File: src/verilog/tcs_consts.svh
`ifndef TCS_CONSTS_SVH
`define TCS_CONSTS_SVH
// register byte offsets
`define TCS_OFF_CTRL 8'h00
`define TCS_OFF_STAT 8'h04
`define TCS_OFF_THR 8'h08
`define TCS_OFF_OUT 8'h0C
`define TCS_OFF_VOLT0 8'h10
`define TCS_OFF_VOLT1 8'h14
`define TCS_OFF_TEMP0 8'h18
`define TCS_OFF_TEMP1 8'h1C
`define TCS_OFF_TEMP2 8'h20
// status field positions: warn[5:0], shutdown[5:0] at 8, secondary at 16
`define TCS_ST_WARN 0
`define TCS_ST_SD 8
`define TCS_ST_SD2 16
// code thresholds; code = (350 - T) / 0.488, lower code = hotter
`define TCS_THR_WARN_RST 10'h0FF
`define TCS_THR_SD_RST 10'h0E0
// filter time and converter figures
`define TCS_FILT_US 32
`define TCS_CLK_MHZ 100
`define TCS_ADC_DIV 4
`define TCS_SAR_CYC 12
`define TCS_NCH 9
`endif

File: src/verilog/tcs_pkg.sv
package tcs_pkg;
    typedef enum logic [1:0] {TCS_SAMPLE, TCS_CONV, TCS_DONE} tcs_adc_e;
    typedef logic [9:0] tcs_code_t;
endpackage : tcs_pkg

File: src/verilog/tcs_adc_seq.sv
`timescale 1ns/1ps
`default_nettype none
`include "tcs_consts.svh"
module tcs_adc_seq #(
    parameter int NCH = `TCS_NCH,
    parameter int SAR_CYC = `TCS_SAR_CYC
) (
    input wire logic aclk, // system clock
    input wire logic aresetn, // sync reset, low
    input wire logic adc_enable, // run the converter
    input wire logic [9:0] adc_code_in, // converter output code
    output logic [3:0] adc_sel, // mux channel
    output logic adc_strobe, // one-cycle result valid
    output logic [3:0] adc_ch, // channel of result
    output logic [9:0] adc_result // converted code
);
    import tcs_pkg::*;
    initial begin
        if (NCH != 9 || SAR_CYC < 1 || SAR_CYC > 15) $error("tcs_adc_seq bad params");
    end
    logic [1:0] div_r, div_nxt;
    logic [3:0] bit_r, bit_nxt;
    logic [3:0] sel_r, sel_nxt;
    logic strobe_r, strobe_nxt;
    logic [9:0] res_r, res_nxt;
    logic [3:0] ch_r, ch_nxt;
    tcs_adc_e st_r, st_nxt;
    wire logic tick = (div_r == 2'(`TCS_ADC_DIV - 1)); // converter clock, main / 4
    always_comb begin
        div_nxt = div_r + 2'h1;
        bit_nxt = bit_r;
        sel_nxt = sel_r;
        strobe_nxt = 1'b0;
        res_nxt = res_r;
        ch_nxt = ch_r;
        st_nxt = st_r;
        if (!adc_enable) begin
            st_nxt = TCS_SAMPLE;
            bit_nxt = 4'h0;
        end else if (tick) begin
            case (st_r)
                TCS_SAMPLE: begin
                    st_nxt = TCS_CONV;
                    bit_nxt = 4'h0;
                end
                TCS_CONV: begin
                    bit_nxt = bit_r + 4'h1;
                    if (bit_r == 4'(SAR_CYC - 1)) st_nxt = TCS_DONE;
                end
                TCS_DONE: begin
                    // one conversion time per channel, nine channels in turn
                    strobe_nxt = 1'b1;
                    res_nxt = adc_code_in;
                    ch_nxt = sel_r;
                    sel_nxt = (sel_r == 4'(NCH - 1)) ? 4'h0 : sel_r + 4'h1;
                    st_nxt = TCS_SAMPLE;
                end
                default: st_nxt = TCS_SAMPLE;
            endcase
        end
    end
    always_ff @(posedge aclk) begin
        if (!aresetn) begin
            div_r <= 2'h0;
            bit_r <= 4'h0;
            sel_r <= 4'h0;
            strobe_r <= 1'b0;
            res_r <= 10'h000;
            ch_r <= 4'h0;
            st_r <= TCS_SAMPLE;
        end else begin
            div_r <= div_nxt;
            bit_r <= bit_nxt;
            sel_r <= sel_nxt;
            strobe_r <= strobe_nxt;
            res_r <= res_nxt;
            ch_r <= ch_nxt;
            st_r <= st_nxt;
        end
    end
    assign adc_sel = sel_r;
    assign adc_strobe = strobe_r;
    assign adc_ch = ch_r;
    assign adc_result = res_r;
endmodule : tcs_adc_seq
`default_nettype wire

File: src/verilog/tcs_top.sv
`timescale 1ns/1ps
`default_nettype none
`include "tcs_consts.svh"
module tcs_top #(
    parameter int NCL = 6,
    parameter int FILT_CYC = `TCS_FILT_US * `TCS_CLK_MHZ
) (
    input wire logic aclk, // 100 MHz clock
    input wire logic aresetn, // sync reset, low
    input wire logic [7:0] s_axi_awaddr, // write address
    input wire logic s_axi_awvalid, // write address valid
    output logic s_axi_awready, // write address ready
    input wire logic [31:0] s_axi_wdata, // write data
    input wire logic [3:0] s_axi_wstrb, // write strobes
    input wire logic s_axi_wvalid, // write data valid
    output logic s_axi_wready, // write data ready
    output logic [1:0] s_axi_bresp, // write response
    output logic s_axi_bvalid, // write response valid
    input wire logic s_axi_bready, // write response ready
    input wire logic [7:0] s_axi_araddr, // read address
    input wire logic s_axi_arvalid, // read address valid
    output logic s_axi_arready, // read address ready
    output logic [31:0] s_axi_rdata, // read data
    output logic [1:0] s_axi_rresp, // read response
    output logic s_axi_rvalid, // read valid
    input wire logic s_axi_rready, // read ready
    input wire logic [9:0] adc_code_in, // converter code
    output logic [3:0] adc_sel, // converter mux select
    input wire logic reg_primary_thermal_shutdown_cmp, // regulator cluster primary comparator
    input wire logic reg_secondary_thermal_shutdown_cmp, // regulator cluster secondary comparator
    input wire logic glb_primary_thermal_shutdown_cmp, // global cluster primary comparator
    output logic [5:0] cluster_out_en, // per-cluster output stage enable
    output logic main_regulator_en, // main regulator enable
    output logic gate_discharge_rl // gate drivers resistive low
);
    import tcs_pkg::*;
    initial begin
        if (NCL != 6 || FILT_CYC < 1 || FILT_CYC > 65535) $error("tcs_top bad params");
    end

    logic adc_strobe;
    logic [3:0] adc_ch;
    tcs_code_t adc_result;
    logic [3:0] adc_sel_w;

    tcs_adc_seq #(.NCH(`TCS_NCH), .SAR_CYC(`TCS_SAR_CYC)) u_adc (
        .aclk(aclk),
        .aresetn(aresetn),
        .adc_enable(1'b1),
        .adc_code_in(adc_code_in),
        .adc_sel(adc_sel_w),
        .adc_strobe(adc_strobe),
        .adc_ch(adc_ch),
        .adc_result(adc_result)
    );

    // register state
    logic policy_r, policy_nxt; // cluster_policy_select: 0 standard, 1 cluster
    tcs_code_t thr_warn_r, thr_warn_nxt;
    tcs_code_t thr_sd_r, thr_sd_nxt;
    tcs_code_t volt_r [3], volt_nxt [3];
    tcs_code_t temp_r [6], temp_nxt [6];
    logic [5:0] warn_r, warn_nxt;
    logic [5:0] sd_r, sd_nxt;
    logic sd2_r, sd2_nxt;
    logic [15:0] wcnt_r [6], wcnt_nxt [6];
    logic [15:0] scnt_r [6], scnt_nxt [6];
    logic [5:0] out_en_r, out_en_nxt;
    logic reg_en_r, reg_en_nxt;
    logic rl_r, rl_nxt;
    logic [3:0] sel_r;

    // axi state
    logic awhave_r, awhave_nxt, whave_r, whave_nxt;
    logic [7:0] awaddr_r, awaddr_nxt;
    logic [31:0] wdata_r, wdata_nxt;
    logic [3:0] wstrb_r, wstrb_nxt;
    logic bvalid_r, bvalid_nxt;
    logic [1:0] bresp_r, bresp_nxt;
    logic rvalid_r, rvalid_nxt;
    logic [31:0] rdata_r, rdata_nxt;
    logic [1:0] rresp_r, rresp_nxt;

    logic [5:0] over_warn, over_sd, warn_set, sd_set, sd_clr, warn_clr;
    logic wr_go;
    logic [31:0] stat_word;

    assign wr_go = awhave_r && whave_r && !bvalid_r;
    assign stat_word = {15'h0000, sd2_r, 2'h0, sd_r, 2'h0, warn_r};

    // per-cluster judging and filtering
    genvar g;
    generate
        for (g = 0; g < 6; g++) begin : g_cl
            // lower code means hotter
            assign over_warn[g] = temp_r[g] < thr_warn_r;
            if (g < 4) begin : g_dig
                assign over_sd[g] = temp_r[g] < thr_sd_r;
            end else if (g == 4) begin : g_reg
                assign over_sd[g] = reg_primary_thermal_shutdown_cmp;
            end else begin : g_glb
                assign over_sd[g] = glb_primary_thermal_shutdown_cmp;
            end
            always_comb begin
                wcnt_nxt[g] = over_warn[g] ? wcnt_r[g] : 16'h0000;
                if (over_warn[g] && wcnt_r[g] != 16'(FILT_CYC)) wcnt_nxt[g] = wcnt_r[g] + 16'h1;
                // a clear restarts the filter, so a still-hot cluster waits a full time
                if (warn_clr[g] && !warn_set[g]) wcnt_nxt[g] = 16'h0000;
                // shutdown filter starts once the warning stands, giving two filters
                scnt_nxt[g] = (over_sd[g] && warn_r[g]) ? scnt_r[g] : 16'h0000;
                if (over_sd[g] && warn_r[g] && scnt_r[g] != 16'(FILT_CYC))
                    scnt_nxt[g] = scnt_r[g] + 16'h1;
                if (sd_clr[g] && !sd_set[g]) scnt_nxt[g] = 16'h0000;
            end
            // one pulse as the filter fills; a saturated count must not block a clear
            assign warn_set[g] = over_warn[g] && wcnt_r[g] == 16'(FILT_CYC - 1);
            assign sd_set[g] = over_sd[g] && warn_r[g] &&
                scnt_r[g] == 16'(FILT_CYC - 1);
            always_ff @(posedge aclk) begin
                if (!aresetn) begin
                    wcnt_r[g] <= 16'h0000;
                    scnt_r[g] <= 16'h0000;
                end else begin
                    wcnt_r[g] <= wcnt_nxt[g];
                    scnt_r[g] <= scnt_nxt[g];
                end
            end
        end
    endgenerate

    // clear from a status write: only bits written one
    always_comb begin
        warn_clr = 6'h00;
        sd_clr = 6'h00;
        if (wr_go && awaddr_r == `TCS_OFF_STAT && wstrb_r[0])
            warn_clr = wdata_r[`TCS_ST_WARN +: 6];
        if (wr_go && awaddr_r == `TCS_OFF_STAT && wstrb_r[1])
            sd_clr = wdata_r[`TCS_ST_SD +: 6];
    end

    always_comb begin
        policy_nxt = policy_r;
        thr_warn_nxt = thr_warn_r;
        thr_sd_nxt = thr_sd_r;
        volt_nxt = volt_r;
        temp_nxt = temp_r;
        // sticky: set wins over a clear in the same cycle
        warn_nxt = (warn_r & ~warn_clr) | warn_set;
        sd_nxt = (sd_r & ~sd_clr) | sd_set;
        sd2_nxt = sd2_r | reg_secondary_thermal_shutdown_cmp;
        if (wr_go && awaddr_r == `TCS_OFF_STAT && wstrb_r[2] && wdata_r[`TCS_ST_SD2] &&
            !reg_secondary_thermal_shutdown_cmp)
            sd2_nxt = 1'b0;
        if (adc_strobe) begin
            if (adc_ch < 4'h3) volt_nxt[adc_ch[1:0]] = adc_result;
            else temp_nxt[3'(adc_ch - 4'h3)] = adc_result;
        end
        if (wr_go && awaddr_r == `TCS_OFF_CTRL && wstrb_r[0]) policy_nxt = wdata_r[0];
        if (wr_go && awaddr_r == `TCS_OFF_THR) begin
            if (wstrb_r[0]) thr_warn_nxt[7:0] = wdata_r[7:0];
            if (wstrb_r[1]) thr_warn_nxt[9:8] = wdata_r[9:8];
            if (wstrb_r[2]) thr_sd_nxt[7:0] = wdata_r[23:16];
            if (wstrb_r[3]) thr_sd_nxt[9:8] = wdata_r[25:24];
        end
        // output policy from the held flags, so clearing reactivates
        if (sd_r[5] || sd_r[4]) begin
            out_en_nxt = 6'h00;
        end else if (sd_r != 6'h00 && !policy_r) begin
            out_en_nxt = 6'h00;
        end else begin
            out_en_nxt = ~sd_r;
        end
        reg_en_nxt = !sd2_r;
        rl_nxt = sd_r != 6'h00;
    end

    // axi-lite slave: aw and w in either order, one write and one read at a time
    always_comb begin
        awhave_nxt = awhave_r;
        whave_nxt = whave_r;
        awaddr_nxt = awaddr_r;
        wdata_nxt = wdata_r;
        wstrb_nxt = wstrb_r;
        bvalid_nxt = bvalid_r;
        bresp_nxt = bresp_r;
        rvalid_nxt = rvalid_r;
        rdata_nxt = rdata_r;
        rresp_nxt = rresp_r;
        if (s_axi_awvalid && !awhave_r) begin
            awhave_nxt = 1'b1;
            awaddr_nxt = s_axi_awaddr;
        end
        if (s_axi_wvalid && !whave_r) begin
            whave_nxt = 1'b1;
            wdata_nxt = s_axi_wdata;
            wstrb_nxt = s_axi_wstrb;
        end
        if (wr_go) begin
            bvalid_nxt = 1'b1;
            bresp_nxt = (awaddr_r == `TCS_OFF_CTRL || awaddr_r == `TCS_OFF_STAT ||
                awaddr_r == `TCS_OFF_THR) ? 2'h0 : 2'h2;
            awhave_nxt = 1'b0;
            whave_nxt = 1'b0;
        end
        if (bvalid_r && s_axi_bready) bvalid_nxt = 1'b0;
        if (rvalid_r && s_axi_rready) rvalid_nxt = 1'b0;
        if (s_axi_arvalid && !rvalid_r) begin
            rvalid_nxt = 1'b1;
            rresp_nxt = 2'h0;
            case (s_axi_araddr)
                `TCS_OFF_CTRL: rdata_nxt = {31'h00000000, policy_r};
                `TCS_OFF_STAT: rdata_nxt = stat_word;
                `TCS_OFF_THR: rdata_nxt = {6'h00, thr_sd_r, 6'h00, thr_warn_r};
                `TCS_OFF_OUT: rdata_nxt = {24'h000000, rl_r, reg_en_r, out_en_r};
                `TCS_OFF_VOLT0: rdata_nxt = {6'h00, volt_r[1], 6'h00, volt_r[0]};
                `TCS_OFF_VOLT1: rdata_nxt = {22'h000000, volt_r[2]};
                // cluster temperature codes
                `TCS_OFF_TEMP0: rdata_nxt = {6'h00, temp_r[1], 6'h00, temp_r[0]};
                `TCS_OFF_TEMP1: rdata_nxt = {6'h00, temp_r[3], 6'h00, temp_r[2]};
                `TCS_OFF_TEMP2: rdata_nxt = {6'h00, temp_r[5], 6'h00, temp_r[4]};
                default: begin
                    rdata_nxt = 32'h00000000;
                    rresp_nxt = 2'h2;
                end
            endcase
        end
    end

    always_ff @(posedge aclk) begin
        if (!aresetn) begin
            policy_r <= 1'b0;
            thr_warn_r <= `TCS_THR_WARN_RST;
            thr_sd_r <= `TCS_THR_SD_RST;
            for (int i = 0; i < 3; i++) volt_r[i] <= 10'h000;
            for (int i = 0; i < 6; i++) temp_r[i] <= 10'h3FF;
            warn_r <= 6'h00;
            sd_r <= 6'h00;
            sd2_r <= 1'b0;
            out_en_r <= 6'h3F;
            reg_en_r <= 1'b1;
            rl_r <= 1'b0;
            sel_r <= 4'h0;
            awhave_r <= 1'b0;
            whave_r <= 1'b0;
            awaddr_r <= 8'h00;
            wdata_r <= 32'h00000000;
            wstrb_r <= 4'h0;
            bvalid_r <= 1'b0;
            bresp_r <= 2'h0;
            rvalid_r <= 1'b0;
            rdata_r <= 32'h00000000;
            rresp_r <= 2'h0;
        end else begin
            policy_r <= policy_nxt;
            thr_warn_r <= thr_warn_nxt;
            thr_sd_r <= thr_sd_nxt;
            volt_r <= volt_nxt;
            temp_r <= temp_nxt;
            warn_r <= warn_nxt;
            sd_r <= sd_nxt;
            sd2_r <= sd2_nxt;
            out_en_r <= out_en_nxt;
            reg_en_r <= reg_en_nxt;
            rl_r <= rl_nxt;
            sel_r <= adc_sel_w;
            awhave_r <= awhave_nxt;
            whave_r <= whave_nxt;
            awaddr_r <= awaddr_nxt;
            wdata_r <= wdata_nxt;
            wstrb_r <= wstrb_nxt;
            bvalid_r <= bvalid_nxt;
            bresp_r <= bresp_nxt;
            rvalid_r <= rvalid_nxt;
            rdata_r <= rdata_nxt;
            rresp_r <= rresp_nxt;
        end
    end

    assign s_axi_awready = !awhave_r;
    assign s_axi_wready = !whave_r;
    assign s_axi_bvalid = bvalid_r;
    assign s_axi_bresp = bresp_r;
    assign s_axi_arready = !rvalid_r;
    assign s_axi_rvalid = rvalid_r;
    assign s_axi_rdata = rdata_r;
    assign s_axi_rresp = rresp_r;
    assign adc_sel = sel_r;
    assign cluster_out_en = out_en_r;
    assign main_regulator_en = reg_en_r;
    assign gate_discharge_rl = rl_r;
endmodule : tcs_top
`default_nettype wire

File: config.mk
export PLATFORM = sky130hd
export DESIGN_NAME = tcs_top
export DESIGN_NICKNAME = d
export VERILOG_FILES = /design/src/verilog/tcs_pkg.sv /design/src/verilog/tcs_adc_seq.sv /design/src/verilog/tcs_top.sv
export VERILOG_INCLUDE_DIRS = /design/src /design/src/verilog
export SDC_FILE = /design/constraint.sdc
export NUM_CORES = 1
export LEC_CHECK = 0
export BUFFER_PORTS_ARGS = -buffer_cell sky130_fd_sc_hd__buf_2
export CORE_ASPECT_RATIO = 0.9
export CORE_MARGIN = 4
export CORE_UTILIZATION = 45
export CTS_CLUSTER_SIZE = 12
export DETAILED_ROUTE_END_ITERATION = 16
export GPL_ROUTABILITY_DRIVEN = 1
export PLACE_DENSITY = 0.62
export SETUP_SLACK_MARGIN = 0.4
export SYNTH_ARGS = -nofsm -noshare
export SYNTH_HDL_FRONTEND = slang
export SYNTH_SLANG_ARGS = --single-unit
File: constraint.sdc
create_clock -name aclk -period 6.7 [get_ports aclk]
set_input_delay 0 -clock aclk [delete_from_list [all_inputs] [get_ports aclk]]
set_output_delay 0 -clock aclk [all_outputs]
set_load 0.01 [all_outputs]
==> results of run 1 <==
## worst register-to-register path, stage by stage (launching register included)
cell and delay, ns:
sky130_fd_sc_hd__dfxtp_1 0.47, sky130_fd_sc_hd__inv_1 0.22, sky130_fd_sc_hd__ha_1 0.38, sky130_fd_sc_hd__a21oi_1 0.14, sky130_fd_sc_hd__nor2_1 0.05, sky130_fd_sc_hd__a2111oi_0 0.80
sky130_fd_sc_hd__nand3_1 0.68, sky130_fd_sc_hd__a21oi_1 0.29
## Yosys cell counts (12+ instances only)
cell,count,area share
sky130_fd_sc_hd__mux2i_1,72,0.035
sky130_fd_sc_hd__a22oi_1,31,0.011
sky130_fd_sc_hd__mux2_2,15,0.0082
sky130_fd_sc_hd__xnor2_1,80,0.034
sky130_fd_sc_hd__nand3_1,160,0.039
sky130_fd_sc_hd__and4_1,16,0.0068
sky130_fd_sc_hd__nor3_1,117,0.028
sky130_fd_sc_hd__inv_1,75,0.014
sky130_fd_sc_hd__nand3b_1,23,0.0084
sky130_fd_sc_hd__a21oi_1,131,0.032
sky130_fd_sc_hd__dfxtp_1,421,0.41
sky130_fd_sc_hd__a211oi_1,19,0.0069
sky130_fd_sc_hd__clkbuf_1,77,0.014
sky130_fd_sc_hd__buf_2,13,0.0032
sky130_fd_sc_hd__ha_1,122,0.074
sky130_fd_sc_hd__or4_1,12,0.0044
sky130_fd_sc_hd__nand2b_1,35,0.011
sky130_fd_sc_hd__nand2_1,378,0.069
sky130_fd_sc_hd__o21ai_0,36,0.0088
sky130_fd_sc_hd__xor2_1,88,0.037
sky130_fd_sc_hd__nor4b_1,13,0.0055
sky130_fd_sc_hd__and3_1,24,0.0073
sky130_fd_sc_hd__nor2_1,245,0.045
sky130_fd_sc_hd__nand4_1,41,0.012
## state kept, by name, indices dropped and copies added, names as in the netlist, 6 cells and up
register,count
wdata_r,24
wcnt_r,96
scnt_r,96
s_axi_rdata,24
u_adc.adc_result,10
warn_r,6
thr_sd_r,10
temp_r,60
sd_r,6
thr_warn_r,10
volt_r,30
cluster_out_en,6
awaddr_r,8
## timing repair
action	in CTS	in global routing
endpoints found under the setup margin	0	0
hold buffers	61	0
hold endpoints to repair	94	0
## through the flow
| stage | hold WS, ns | cell area, um2 | cells | utilization |
|---|---|---|---|---|
| floorplan | 0.100 | 20600 | 2444 | - |
| global placement | 0.193 | 21600 | 3062 | 0.477 |
| detailed placement | 0.199 | 21600 | 3062 | 0.477 |
| CTS | 0.0435 | 23600 | 3200 | 0.521 |
| global route | 0.0925 | 23600 | 3200 | 0.521 |
| finish | 0.0868 | 23600 | 3200 | 0.521 |
## routing by layer
| metal | share of wire | track usage | vias up |
|---|---|---|---|
| met3 | 0.072 | 0.0506 | 128 |
| li1 | - | - | 8685 |
| met1 | 0.44 | 0.314 | 8432 |
| met5 | 0 | 0 | - |
| met2 | 0.45 | 0.366 | 564 |
| met4 | 0.038 | 0.0859 | 0 |
## kinds of logic (layout without fill, tap and decap cells)
logic type / Yosys count / after routing / share of synthesized area
AOI/OAI and AO/OA: 308 / 308 / 0.0959
DFF: 421 / 421 / 0.410
muxes: 87 / 87 / 0.0433
other: 1 / 10 / 0.000182
xor gates and xnor gates: 168 / 168 / 0.0715
buffers and inverters: 188 / 336 / 0.0381
adders and majority gates: 122 / 122 / 0.0742
and+or+nand+nor: 1140 / 1140 / 0.267
## area by class of cell
cell class | instances | area share
flip-flops and latches | 421 | 0.357
clock buffers | 66 | 0.0562
clock inverters | 11 | 0.00355
inverters | 75 | 0.0120
multi-input cells | 1835 | 0.485
repair buffers | 184 | 0.0539
well taps | 608 | 0.0322
## layout by cell type (no fill, tap or decap), types with 15 or more instances in the layout
cell	netlist	layout
sky130_fd_sc_hd__dfxtp_1	421	421
sky130_fd_sc_hd__nand2_1	378	378
sky130_fd_sc_hd__nor2_1	245	245
sky130_fd_sc_hd__nand3_1	160	160
sky130_fd_sc_hd__a21oi_1	131	131
sky130_fd_sc_hd__ha_1	122	122
sky130_fd_sc_hd__nor3_1	117	117
sky130_fd_sc_hd__buf_2	13	105
sky130_fd_sc_hd__xor2_1	88	88
sky130_fd_sc_hd__xnor2_1	80	80
sky130_fd_sc_hd__inv_1	75	74
sky130_fd_sc_hd__mux2i_1	72	72
sky130_fd_sc_hd__dlygate4sd3_1	0	61
sky130_fd_sc_hd__clkbuf_16	0	45
sky130_fd_sc_hd__nand4_1	41	41
sky130_fd_sc_hd__o21ai_0	36	36
sky130_fd_sc_hd__nand2b_1	35	35
sky130_fd_sc_hd__a22oi_1	31	31
sky130_fd_sc_hd__and3_1	24	24
sky130_fd_sc_hd__nand3b_1	23	23
sky130_fd_sc_hd__a211oi_1	19	19
sky130_fd_sc_hd__buf_4	10	18
sky130_fd_sc_hd__and4_1	16	16
sky130_fd_sc_hd__mux2_2	15	15
## final timing paths
kind	end	from	cells past startpoint
hold reg to reg	u_adc.div_r[0]	u_adc.div_r[0]	1
hold / removal	s_axi_rdata[0]	s_axi_araddr[5]	4
setup reg to reg	scnt_r[3][2]	thr_sd_r[7]	7
setup / recovery	scnt_r[3][2]	thr_sd_r[7]	7
## power groups by stage
stage                     logic, uW  registers [uW]  clock network, uW
after floorplan                95.3            2590                  0
after global placement          146            2590                  0
after detailed placement        148            2590                  0
after CTS                       176            2540               2440
after global routing            194            2540               2560
final                           178            2540               2390
==> results.txt, run 1 <==
Final period util: 0.468
Fin Setup TNS: 0 ns
Max Cap Viol: 0
Setup violators final: 0
Required time of the critical path: 7.19 ns
Pin count of the biggest net entering global routing: 74
Fraction of the yosys area taken by sequential cells: 0.410
Cell with the largest stage delay on the worst path: sky130_fd_sc_hd__a2111oi_0
Floorplan Core Area: 45,300 um2
Post-cts repair resize count: 0
Critical path's largest stage delay: 0.80 ns
Effective utilization at floorplan: 0.454
Latest clock arrival within the worst-skew pair: 0.59 ns
Number of vias after detailed routing: 17,800
Critical-path cell list: inv_1, ha_1, a21oi_1, nor2_1, a2111oi_0, nand3_1, a21oi_1
Core Rows: 74
Max Clock Freq: 319 MHz
Comb power frac: 0.035
Clock tree from TritonCTS: built
Worst R2R Setup Slack: 3.56 ns
Max Slew Vio Count: 0
Number of DRC markers after the initial detailed-route iteration: 1,380
Number of enable flip-flop cells after synthesis: 0
YS warnings: 0
Worst Setup Start Kind: flop
Most frequent cell on the critical path: sky130_fd_sc_hd__a21oi_1
Endpoint kind of the worst setup timing path: flop
GPL Wtd Cong: 0.943
Worst path top cell family by delay: compound AO/OA/AOI/OAI gates
Deepest level of the CTS H-tree: 2
Worst setup slack after placement: 3.63 ns
Syn Inst Count: 2,435
Multi-input gate area in the final layout: 11,400 um2
Antenna-violating nets left: 0
Arr. time, crit path: 3.62 ns
Port-buffer cells: 106
Total DRC errors in the routed layout: 0
Number of storage elements in the synthesis netlist: 421
Mean routed wirelength per cell: 18.1 um
Setup repair after global routing missed its margin: no
Headroom to the max-slew limit: 0.179
WP buf/inv: 1
Routed vias/inst: 5.57
Chip Height: 211 um
Wire length of the first global-routing pass: 91.8 mm
Worst vdd ir: 0.153 mV
Clock tree sinks: 421
Initial antenna violation count: 0
LEAKAGE: 0.00856 uW
Final-layout fill cell count: 4,227
Total clock buffers created by CTS: 45
Clock period minus worst slack: 3.14 ns
GRT Util Overall: 0.232
CP Max Fanout: 16
Die footprint: 49,200 um2
Netlist Area Pre-Place: 20,600 um2
Share of power burned in the clock network: 0.468
I/O pins: 125
Worst Max-Slew Pin Slew: 1.23 ns
Footprint of the flip-flops and latches: 8430 um2
Syn_area_per_cell: 8.45 um2
CTS root buffer: sky130_fd_sc_hd__clkbuf_16
Post-route setup slack: 3.56 ns
P_sw: 1150 uW
Pre-antenna DRT Iters: 6
Portion of total power attributed to sequential cells: 0.497
Fraction of final layout cells sized beyond drive strength 1: 0.0957
Most instantiated flip-flop cell in the synthesis netlist: sky130_fd_sc_hd__dfxtp_1
Number of buffers on the longest clock path: 3
Internal portion of total power: 3960 uW
Total overflow reported by the global router: 0
Power after layout: 5110 uW
Count of different cell masters after synthesis: 82
Worst clock skew: 0.0237 ns
Total power density per cell area: 217 nW/um2
Die Width: 233 um
Async SR Flop Fraction: 0
Hold Path Class: primary input to flop
Run status: complete, no violations
Net total in the final layout: 2,756
Start-to-end type of the worst setup path: flop to flop
Synthesis-to-finish area growth: 14.7%
DP Wirelength: 41.4 mm
Final-report hold violation count: 0
Total inserted antenna cells: 0
Via count of the first global-routing pass: 17,100
Number of buffers inserted to repair setup after CTS: 0
Switching part of the total: 0.225
Final Routed Wirelength: 58.0 mm
Clock slew at reported path FFs: 0.06 ns
Power figures use the tool's default switching activity.
==> run 2: changes to the inputs <==
clock period = 3.2 ns   (was 6.7 ns; I/O delays follow)
==> run 2 against run 1 <==
Effect of this change: critical path depth unchanged; via count grew 0.77%; fmax up 20%; clock power rose by 110%; clock skew is 0.0092 ns lower; final cell count rose by 0.47%; routed wire length increased by 1.4%; sequential power grew 110%; sequential share of layout area down 0.16 points; combinational power is 110% higher; hold slack improved by 0.0060 ns; critical endpoint is now wcnt_r[3][13]; largest cell class unchanged; largest power group unchanged.
==> results.txt, run 2 (synthesis gave the netlist of run 1 again) <==
Max Slew Vio Count: 0 (unchanged)
Total power density per cell area: 453 nW/um2 (+110%)
Final period util: 0.816 (+0.349)
Power after layout: 10,700 uW (+110%)
Worst clock skew: 0.0145 ns (-0.00919 ns)
Wire length of the first global-routing pass: 92.6 mm (+0.90%)
Die footprint: 49,200 um2 (unchanged)
Footprint of the flip-flops and latches: 8430 um2 (unchanged)
Run status: complete, no violations
DP Wirelength: 42.7 mm (+3.2%)
LEAKAGE: 0.00863 uW (+0.91%)
WP buf/inv: 1 (unchanged)
Final-layout fill cell count: 4,163 (-1.5%)
Port-buffer cells: 106 (unchanged)
Arr. time, crit path: 3.09 ns (-0.53 ns)
Multi-input gate area in the final layout: 11,400 um2 (about the same)
Total DRC errors in the routed layout: 0 (unchanged)
Critical path's largest stage delay: 0.45 ns (-0.35 ns)
Worst setup slack after placement: 0.496 ns (-3.13 ns)
Endpoint kind of the worst setup timing path: flop
Cell with the largest stage delay on the worst path: sky130_fd_sc_hd__dfxtp_1
GPL Wtd Cong: 0.918 (-2.6%)
Final-report hold violation count: 0 (unchanged)
Deepest level of the CTS H-tree: 2 (unchanged)
Total clock buffers created by CTS: 45 (unchanged)
Post-layout utilization of the core: 0.523 (+0.00229)
Setup repair after global routing missed its margin: no
Fin Setup TNS: 0 ns (unchanged)
I/O pins: 125 (unchanged)
Antenna-violating nets left: 0 (unchanged)
Number of vias after detailed routing: 17,900 (+0.77%)
Pin count of the biggest net entering global routing: 45 (-39%)
Via count of the first global-routing pass: 17,300 (+1.3%)
Total overflow reported by the global router: 0 (unchanged)
Floorplan Core Area: 45,300 um2 (unchanged)
Worst vdd ir: 0.340 mV (+120%)
Clock tree sinks: 421 (unchanged)
Initial antenna violation count: 1 (+1)
Latest clock arrival within the worst-skew pair: 0.57 ns (-0.02 ns)
Core Rows: 74 (unchanged)
Final Routed Wirelength: 58.8 mm (+1.4%)
CP Max Fanout: 16 (unchanged)
Headroom to the max-slew limit: 0.378 (+0.199)
Hold Path Class: primary input to flop
Number of buffers on the longest clock path: 3 (unchanged)
Routed vias/inst: 5.58 (+0.30%)
Most frequent cell on the critical path: sky130_fd_sc_hd__and3_1
Net total in the final layout: 2,772 (+0.58%)
Registers with the highest flip-flop counts: scnt_r: 96 flops, wcnt_r: 96 flops, temp_r: 60 flops
CTS root buffer: sky130_fd_sc_hd__clkbuf_16
Synthesis-to-finish area growth: 15.2%
Post-route setup slack: 0.587 ns (-2.98 ns)
Total inserted antenna cells: 0 (unchanged)
Worst path top cell family by delay: compound AO/OA/AOI/OAI gates
Max Clock Freq: 383 MHz (+20%)
Worst Max-Slew Pin Slew: 0.920 ns (-0.312 ns)
Fraction of final layout cells sized beyond drive strength 1: 0.102 (+0.00597)
Effective utilization at floorplan: 0.454 (unchanged)
Required time of the critical path: 3.68 ns (-3.51 ns)
Max Cap Viol: 0 (unchanged)
Clock tree from TritonCTS: built
Worst Setup Start Kind: flop
GRT Util Overall: 0.234 (+0.00153)
Mean routed wirelength per cell: 18.3 um (+0.92%)
Start-to-end type of the worst setup path: flop to flop
Clock slew at reported path FFs: 0.06 ns (about the same)
Critical-path cell list: inv_1, ha_1, and3_1, and3_1, a221oi_1, o211ai_2, a21oi_1
Number of buffers inserted to repair setup after CTS: 0 (unchanged)
Pre-antenna DRT Iters: 5 (-1)
Chip Height: 211 um (unchanged)
Clock period minus worst slack: 2.61 ns (-0.523 ns)
Setup violators final: 0 (unchanged)
Worst-case hold slack: 0.0928 ns (+0.00598 ns)
Most frequent standard cell in the layout excluding fill and tap cells: sky130_fd_sc_hd__dfxtp_1
Number of DRC markers after the initial detailed-route iteration: 1,356 (-1.7%)
Die Width: 233 um (unchanged)
Highest-count cells in the layout ignoring fill and taps: sky130_fd_sc_hd__dfxtp_1 (421), sky130_fd_sc_hd__nand2_1 (378), sky130_fd_sc_hd__nor2_1 (245), sky130_fd_sc_hd__nand3_1 (159), sky130_fd_sc_hd__a21oi_1 (131)
run 2: changes by cell type in the layout (fill, tap and decap cells not counted), moves of 2 or more:
cell,delta
sky130_fd_sc_hd__buf_4,+19
sky130_fd_sc_hd__clkbuf_8,-4
sky130_fd_sc_hd__dlygate4sd3_1,-3
sky130_fd_sc_hd__bufinv_16,+2
sky130_fd_sc_hd__clkbuf_1,+2
sky130_fd_sc_hd__clkinv_8,-2
run 2: final cells by class:
class | instances | area share
clock buffers | 64 | 0.0539
clock inverters | 12 | 0.00496
inverters | 75 | 0.0120
multi-input cells | 1835 | 0.483
flip-flops and latches | 421 | 0.356
well taps | 608 | 0.0321
repair buffers | 200 | 0.0584
run 2: path summary, 6_finish.rpt:
kind	from	endpoint	slack, ns	cells past startpoint
worst min register to register	u_adc.div_r[0]	u_adc.div_r[0]	0.42	1
worst max register to register	thr_warn_r[4]	wcnt_r[3][13]	0.59	7
worst min-delay path	s_axi_araddr[7]	s_axi_rdata[5]	0.09	4
worst max-delay path	thr_warn_r[4]	wcnt_r[3][13]	0.59	7
run 2: power by group:
part           internal (uW)  total [uW]  switching, uW
Combinational            153         380            227
Sequential              5280        5320           36.1
Clock                   2920        5030           2110
Total                   8360       10700           2370
run 2: per-layer routing:
layer  global-route usage  routed length (um)  vias to the layer above
met5                    0                  17                        -
met4               0.0985                2490                        2
met3               0.0386                3710                      145
met2                0.375               26400                      515
met1                0.314               26200                     8543
li1                     -                   -                     8742
run 2: per-stage QoR:
stage | std cells | cell area [um2]
floorplan | 2444 | 20600
global placement | 3081 | 21700
detailed placement | 3081 | 21700
CTS | 3215 | 23700
global route | 3215 | 23700
finish | 3215 | 23700
run 2: what timing repair did:
action	CTS	global route
endpoints found under the setup margin	0	16
hold buffers	58	0
hold endpoints to repair	98	0
gates resized for setup	0	1
run 2: worst register-to-register path, stage by stage (launching register included):
cell,delay (ns)
sky130_fd_sc_hd__dfxtp_1,0.45
sky130_fd_sc_hd__inv_1,0.25
sky130_fd_sc_hd__ha_1,0.39
sky130_fd_sc_hd__and3_1,0.15
sky130_fd_sc_hd__and3_1,0.17
sky130_fd_sc_hd__a221oi_1,0.44
sky130_fd_sc_hd__o211ai_2,0.43
sky130_fd_sc_hd__a21oi_1,0.24
==> run 3: changes to the inputs <==
clock period = 2.47 ns   (was 3.2 ns; I/O delays follow)
==> run 3 against run 2 <==
Effect of this change: hold slack lost 0.039 ns; die area unchanged; first-iteration DRC count grew 11%; critical path depth down 2; fmax increased by 22%; register-to-register slack worse by 0.25 ns; largest power group unchanged; highest routed layer unchanged.
==> results.txt, run 3 (synthesis gave the netlist of run 1 again) <==
Run status: complete, no violations
Antenna-violating nets left: 0 (unchanged)
Critical path's largest stage delay: 0.52 ns (+0.07 ns)
Net total in the final layout: 2,861 (+3.2%)
Total clock buffers created by CTS: 45 (unchanged)
Floorplan Core Area: 45,300 um2 (unchanged)
Total DRC errors in the routed layout: 0 (unchanged)
Fraction of final layout cells sized beyond drive strength 1: 0.221 (+0.119)
Registers with the highest flip-flop counts: scnt_r: 96 flops, wcnt_r: 96 flops, temp_r: 60 flops
Post-Layout Cell Count: 3,305 (+2.8%)
Via count of the first global-routing pass: 17,600 (+1.8%)
Total overflow reported by the global router: 0 (unchanged)
Final period util: 0.865 (+0.0484)
Number of buffers on the longest clock path: 3 (unchanged)
Pre-antenna DRT Iters: 5 (unchanged)
Critical-path cell list: or4_1, or4_4, or3_4, and3_4, nor3_2
GRT Util Overall: 0.247 (+0.0134)
Headroom to the max-slew limit: 0.455 (+0.0772)
Deepest level of the CTS H-tree: 2 (unchanged)
Max Clock Freq: 468 MHz (+22%)
Arr. time, crit path: 2.63 ns (-0.46 ns)
Die Width: 233 um (unchanged)
Synthesis-to-finish area growth: 27.2%
Core Rows: 74 (unchanged)
GPL Wtd Cong: 0.934 (+1.7%)
Final Routed Wirelength: 64.1 mm (+9.0%)
Endpoint kind of the worst setup timing path: flop
Total power density per cell area: 533 nW/um2 (+18%)
Wire length of the first global-routing pass: 96.7 mm (+4.4%)
Setup violators final: 0 (unchanged)
Worst Max-Slew Pin Slew: 0.816 ns (-0.104 ns)
Routed vias/inst: 5.64 (+1.0%)
Mean routed wirelength per cell: 19.4 um (+6.0%)
Die footprint: 49,200 um2 (unchanged)
Cell with the largest stage delay on the worst path: sky130_fd_sc_hd__or4_1
Total inserted antenna cells: 0 (unchanged)
Required time of the critical path: 2.97 ns (-0.71 ns)
Number of DRC markers after the initial detailed-route iteration: 1,503 (+11%)
CTS root buffer: sky130_fd_sc_hd__clkbuf_16
Worst clock skew: 0.0303 ns (+0.0157 ns)
Power after layout: 13,900 uW (+30%)
DP Wirelength: 43.4 mm (+1.6%)
Start-to-end type of the worst setup path: flop to flop
Clock period minus worst slack: 2.14 ns (-0.476 ns)
Chip Height: 211 um (unchanged)
Number of vias after detailed routing: 18,600 (+3.8%)
Clock tree sinks: 421 (unchanged)
Max Slew Vio Count: 0 (unchanged)
Highest-count cells in the layout ignoring fill and taps: sky130_fd_sc_hd__dfxtp_1 (397), sky130_fd_sc_hd__nand2_1 (375), sky130_fd_sc_hd__nor2_1 (167), sky130_fd_sc_hd__nand3_1 (159), sky130_fd_sc_hd__a21oi_1 (120)
Cell total after placement: 3,116 (+1.1%)
Pin count of the biggest net entering global routing: 85 (+89%)
LEAKAGE: 0.00927 uW (+7.3%)
Hold Path Class: primary input to flop
Latest clock arrival within the worst-skew pair: 0.59 ns (+0.02 ns)
Max Cap Viol: 0 (unchanged)
Setup repair after global routing missed its margin: yes
I/O pins: 125 (unchanged)
CP Max Fanout: 8 (-8)
Port-buffer cells: 106 (unchanged)
Effective utilization at floorplan: 0.454 (unchanged)
Worst vdd ir: 0.479 mV (+41%)
Initial antenna violation count: 1 (unchanged)
Clock tree from TritonCTS: built
Worst Setup Start Kind: flop
Final-report hold violation count: 0 (unchanged)
Most frequent standard cell in the layout excluding fill and tap cells: sky130_fd_sc_hd__dfxtp_1
Clock slew at reported path FFs: 0.06 ns (about the same)
==> run 3: changes by cell type in the layout (fill, tap and decap cells not counted), moves of 22 or more <==
| cell | delta |
|---|---|
| sky130_fd_sc_hd__dfxtp_2 | +22 |
| sky130_fd_sc_hd__dfxtp_1 | -24 |
| sky130_fd_sc_hd__buf_4 | +47 |
| sky130_fd_sc_hd__nor3_1 | -51 |
| sky130_fd_sc_hd__nor2_1 | -78 |
| sky130_fd_sc_hd__nor3_2 | +45 |
| sky130_fd_sc_hd__nor2_4 | +62 |
==> run 3: stage by stage <==
| stage | TNS, ns | instance area (um2) | util | hold WS [ns] | setup WS [ns] |
|---|---|---|---|---|---|
| after floorplan | 0 | 20800 | - | 0.100 | 0.305 |
| after global placement | 0 | 22100 | 0.489 | 0.185 | 0.00300 |
| after detailed placement | -0.671 | 22100 | 0.489 | 0.200 | -0.0875 |
| after CTS | 0 | 24600 | 0.544 | 0.0138 | 0.340 |
| after global routing | 0 | 26200 | 0.578 | 0.0585 | 0.256 |
| final | 0 | 26200 | 0.578 | 0.0534 | 0.334 |
==> run 3: critical path, delay by kind of cell, from the launching register on <==
kind             cells  cell delay (ns)
DFF                  1             0.31
and+or+nand+nor      5             1.72
==> run 3: power by group <==
| group | switching, uW | internal (uW) | leakage [uW] |
|---|---|---|---|
| clock network | 2810 | 3710 | 0.000684 |
| logic | 304 | 215 | 0.00518 |
| registers | 57.5 | 6840 | 0.00340 |
==> run 3: layout make-up <==
cell class | instances | area (um2)
inverters | 75 | 300
repair buffers | 286 | 2320
multi-input cells | 1838 | 12900
fillers | 3964 | 19100
flip-flops and latches | 421 | 8460
well taps | 608 | 761
clock buffers | 66 | 1280
clock inverters | 11 | 109
==> run 3: path summary, 6_finish.rpt <==
kind | endpoint | cells past startpoint | slack (ns) | start
worst max-delay path | scnt_r[0][15] | 5 | 0.33 | scnt_r[0][8]
worst min-delay path | s_axi_rdata[0] | 4 | 0.05 | s_axi_araddr[7]
worst max register to register | scnt_r[0][15] | 5 | 0.33 | scnt_r[0][8]
worst min register to register | u_adc.div_r[0] | 1 | 0.42 | u_adc.div_r[0]
==> run 3: timing repair <==
action                                  4_1_cts  5_1_grt
endpoints found under the hold margin       121        0
endpoints found under the setup margin      227      243
gates cloned                                  6        9
gates resized for setup                      90      298
buffers inserted                             19       20
pin swaps                                    37      125
hold buffers                                 58        0
==> run 3: per-layer routing <==
layer	global-route usage	wire length, um	vias to the layer above
li1	-	-	8932
met1	0.342	27900	8908
met5	0	10	-
met3	0.0445	4770	147
met2	0.384	28900	647
met4	0.0962	2500	2
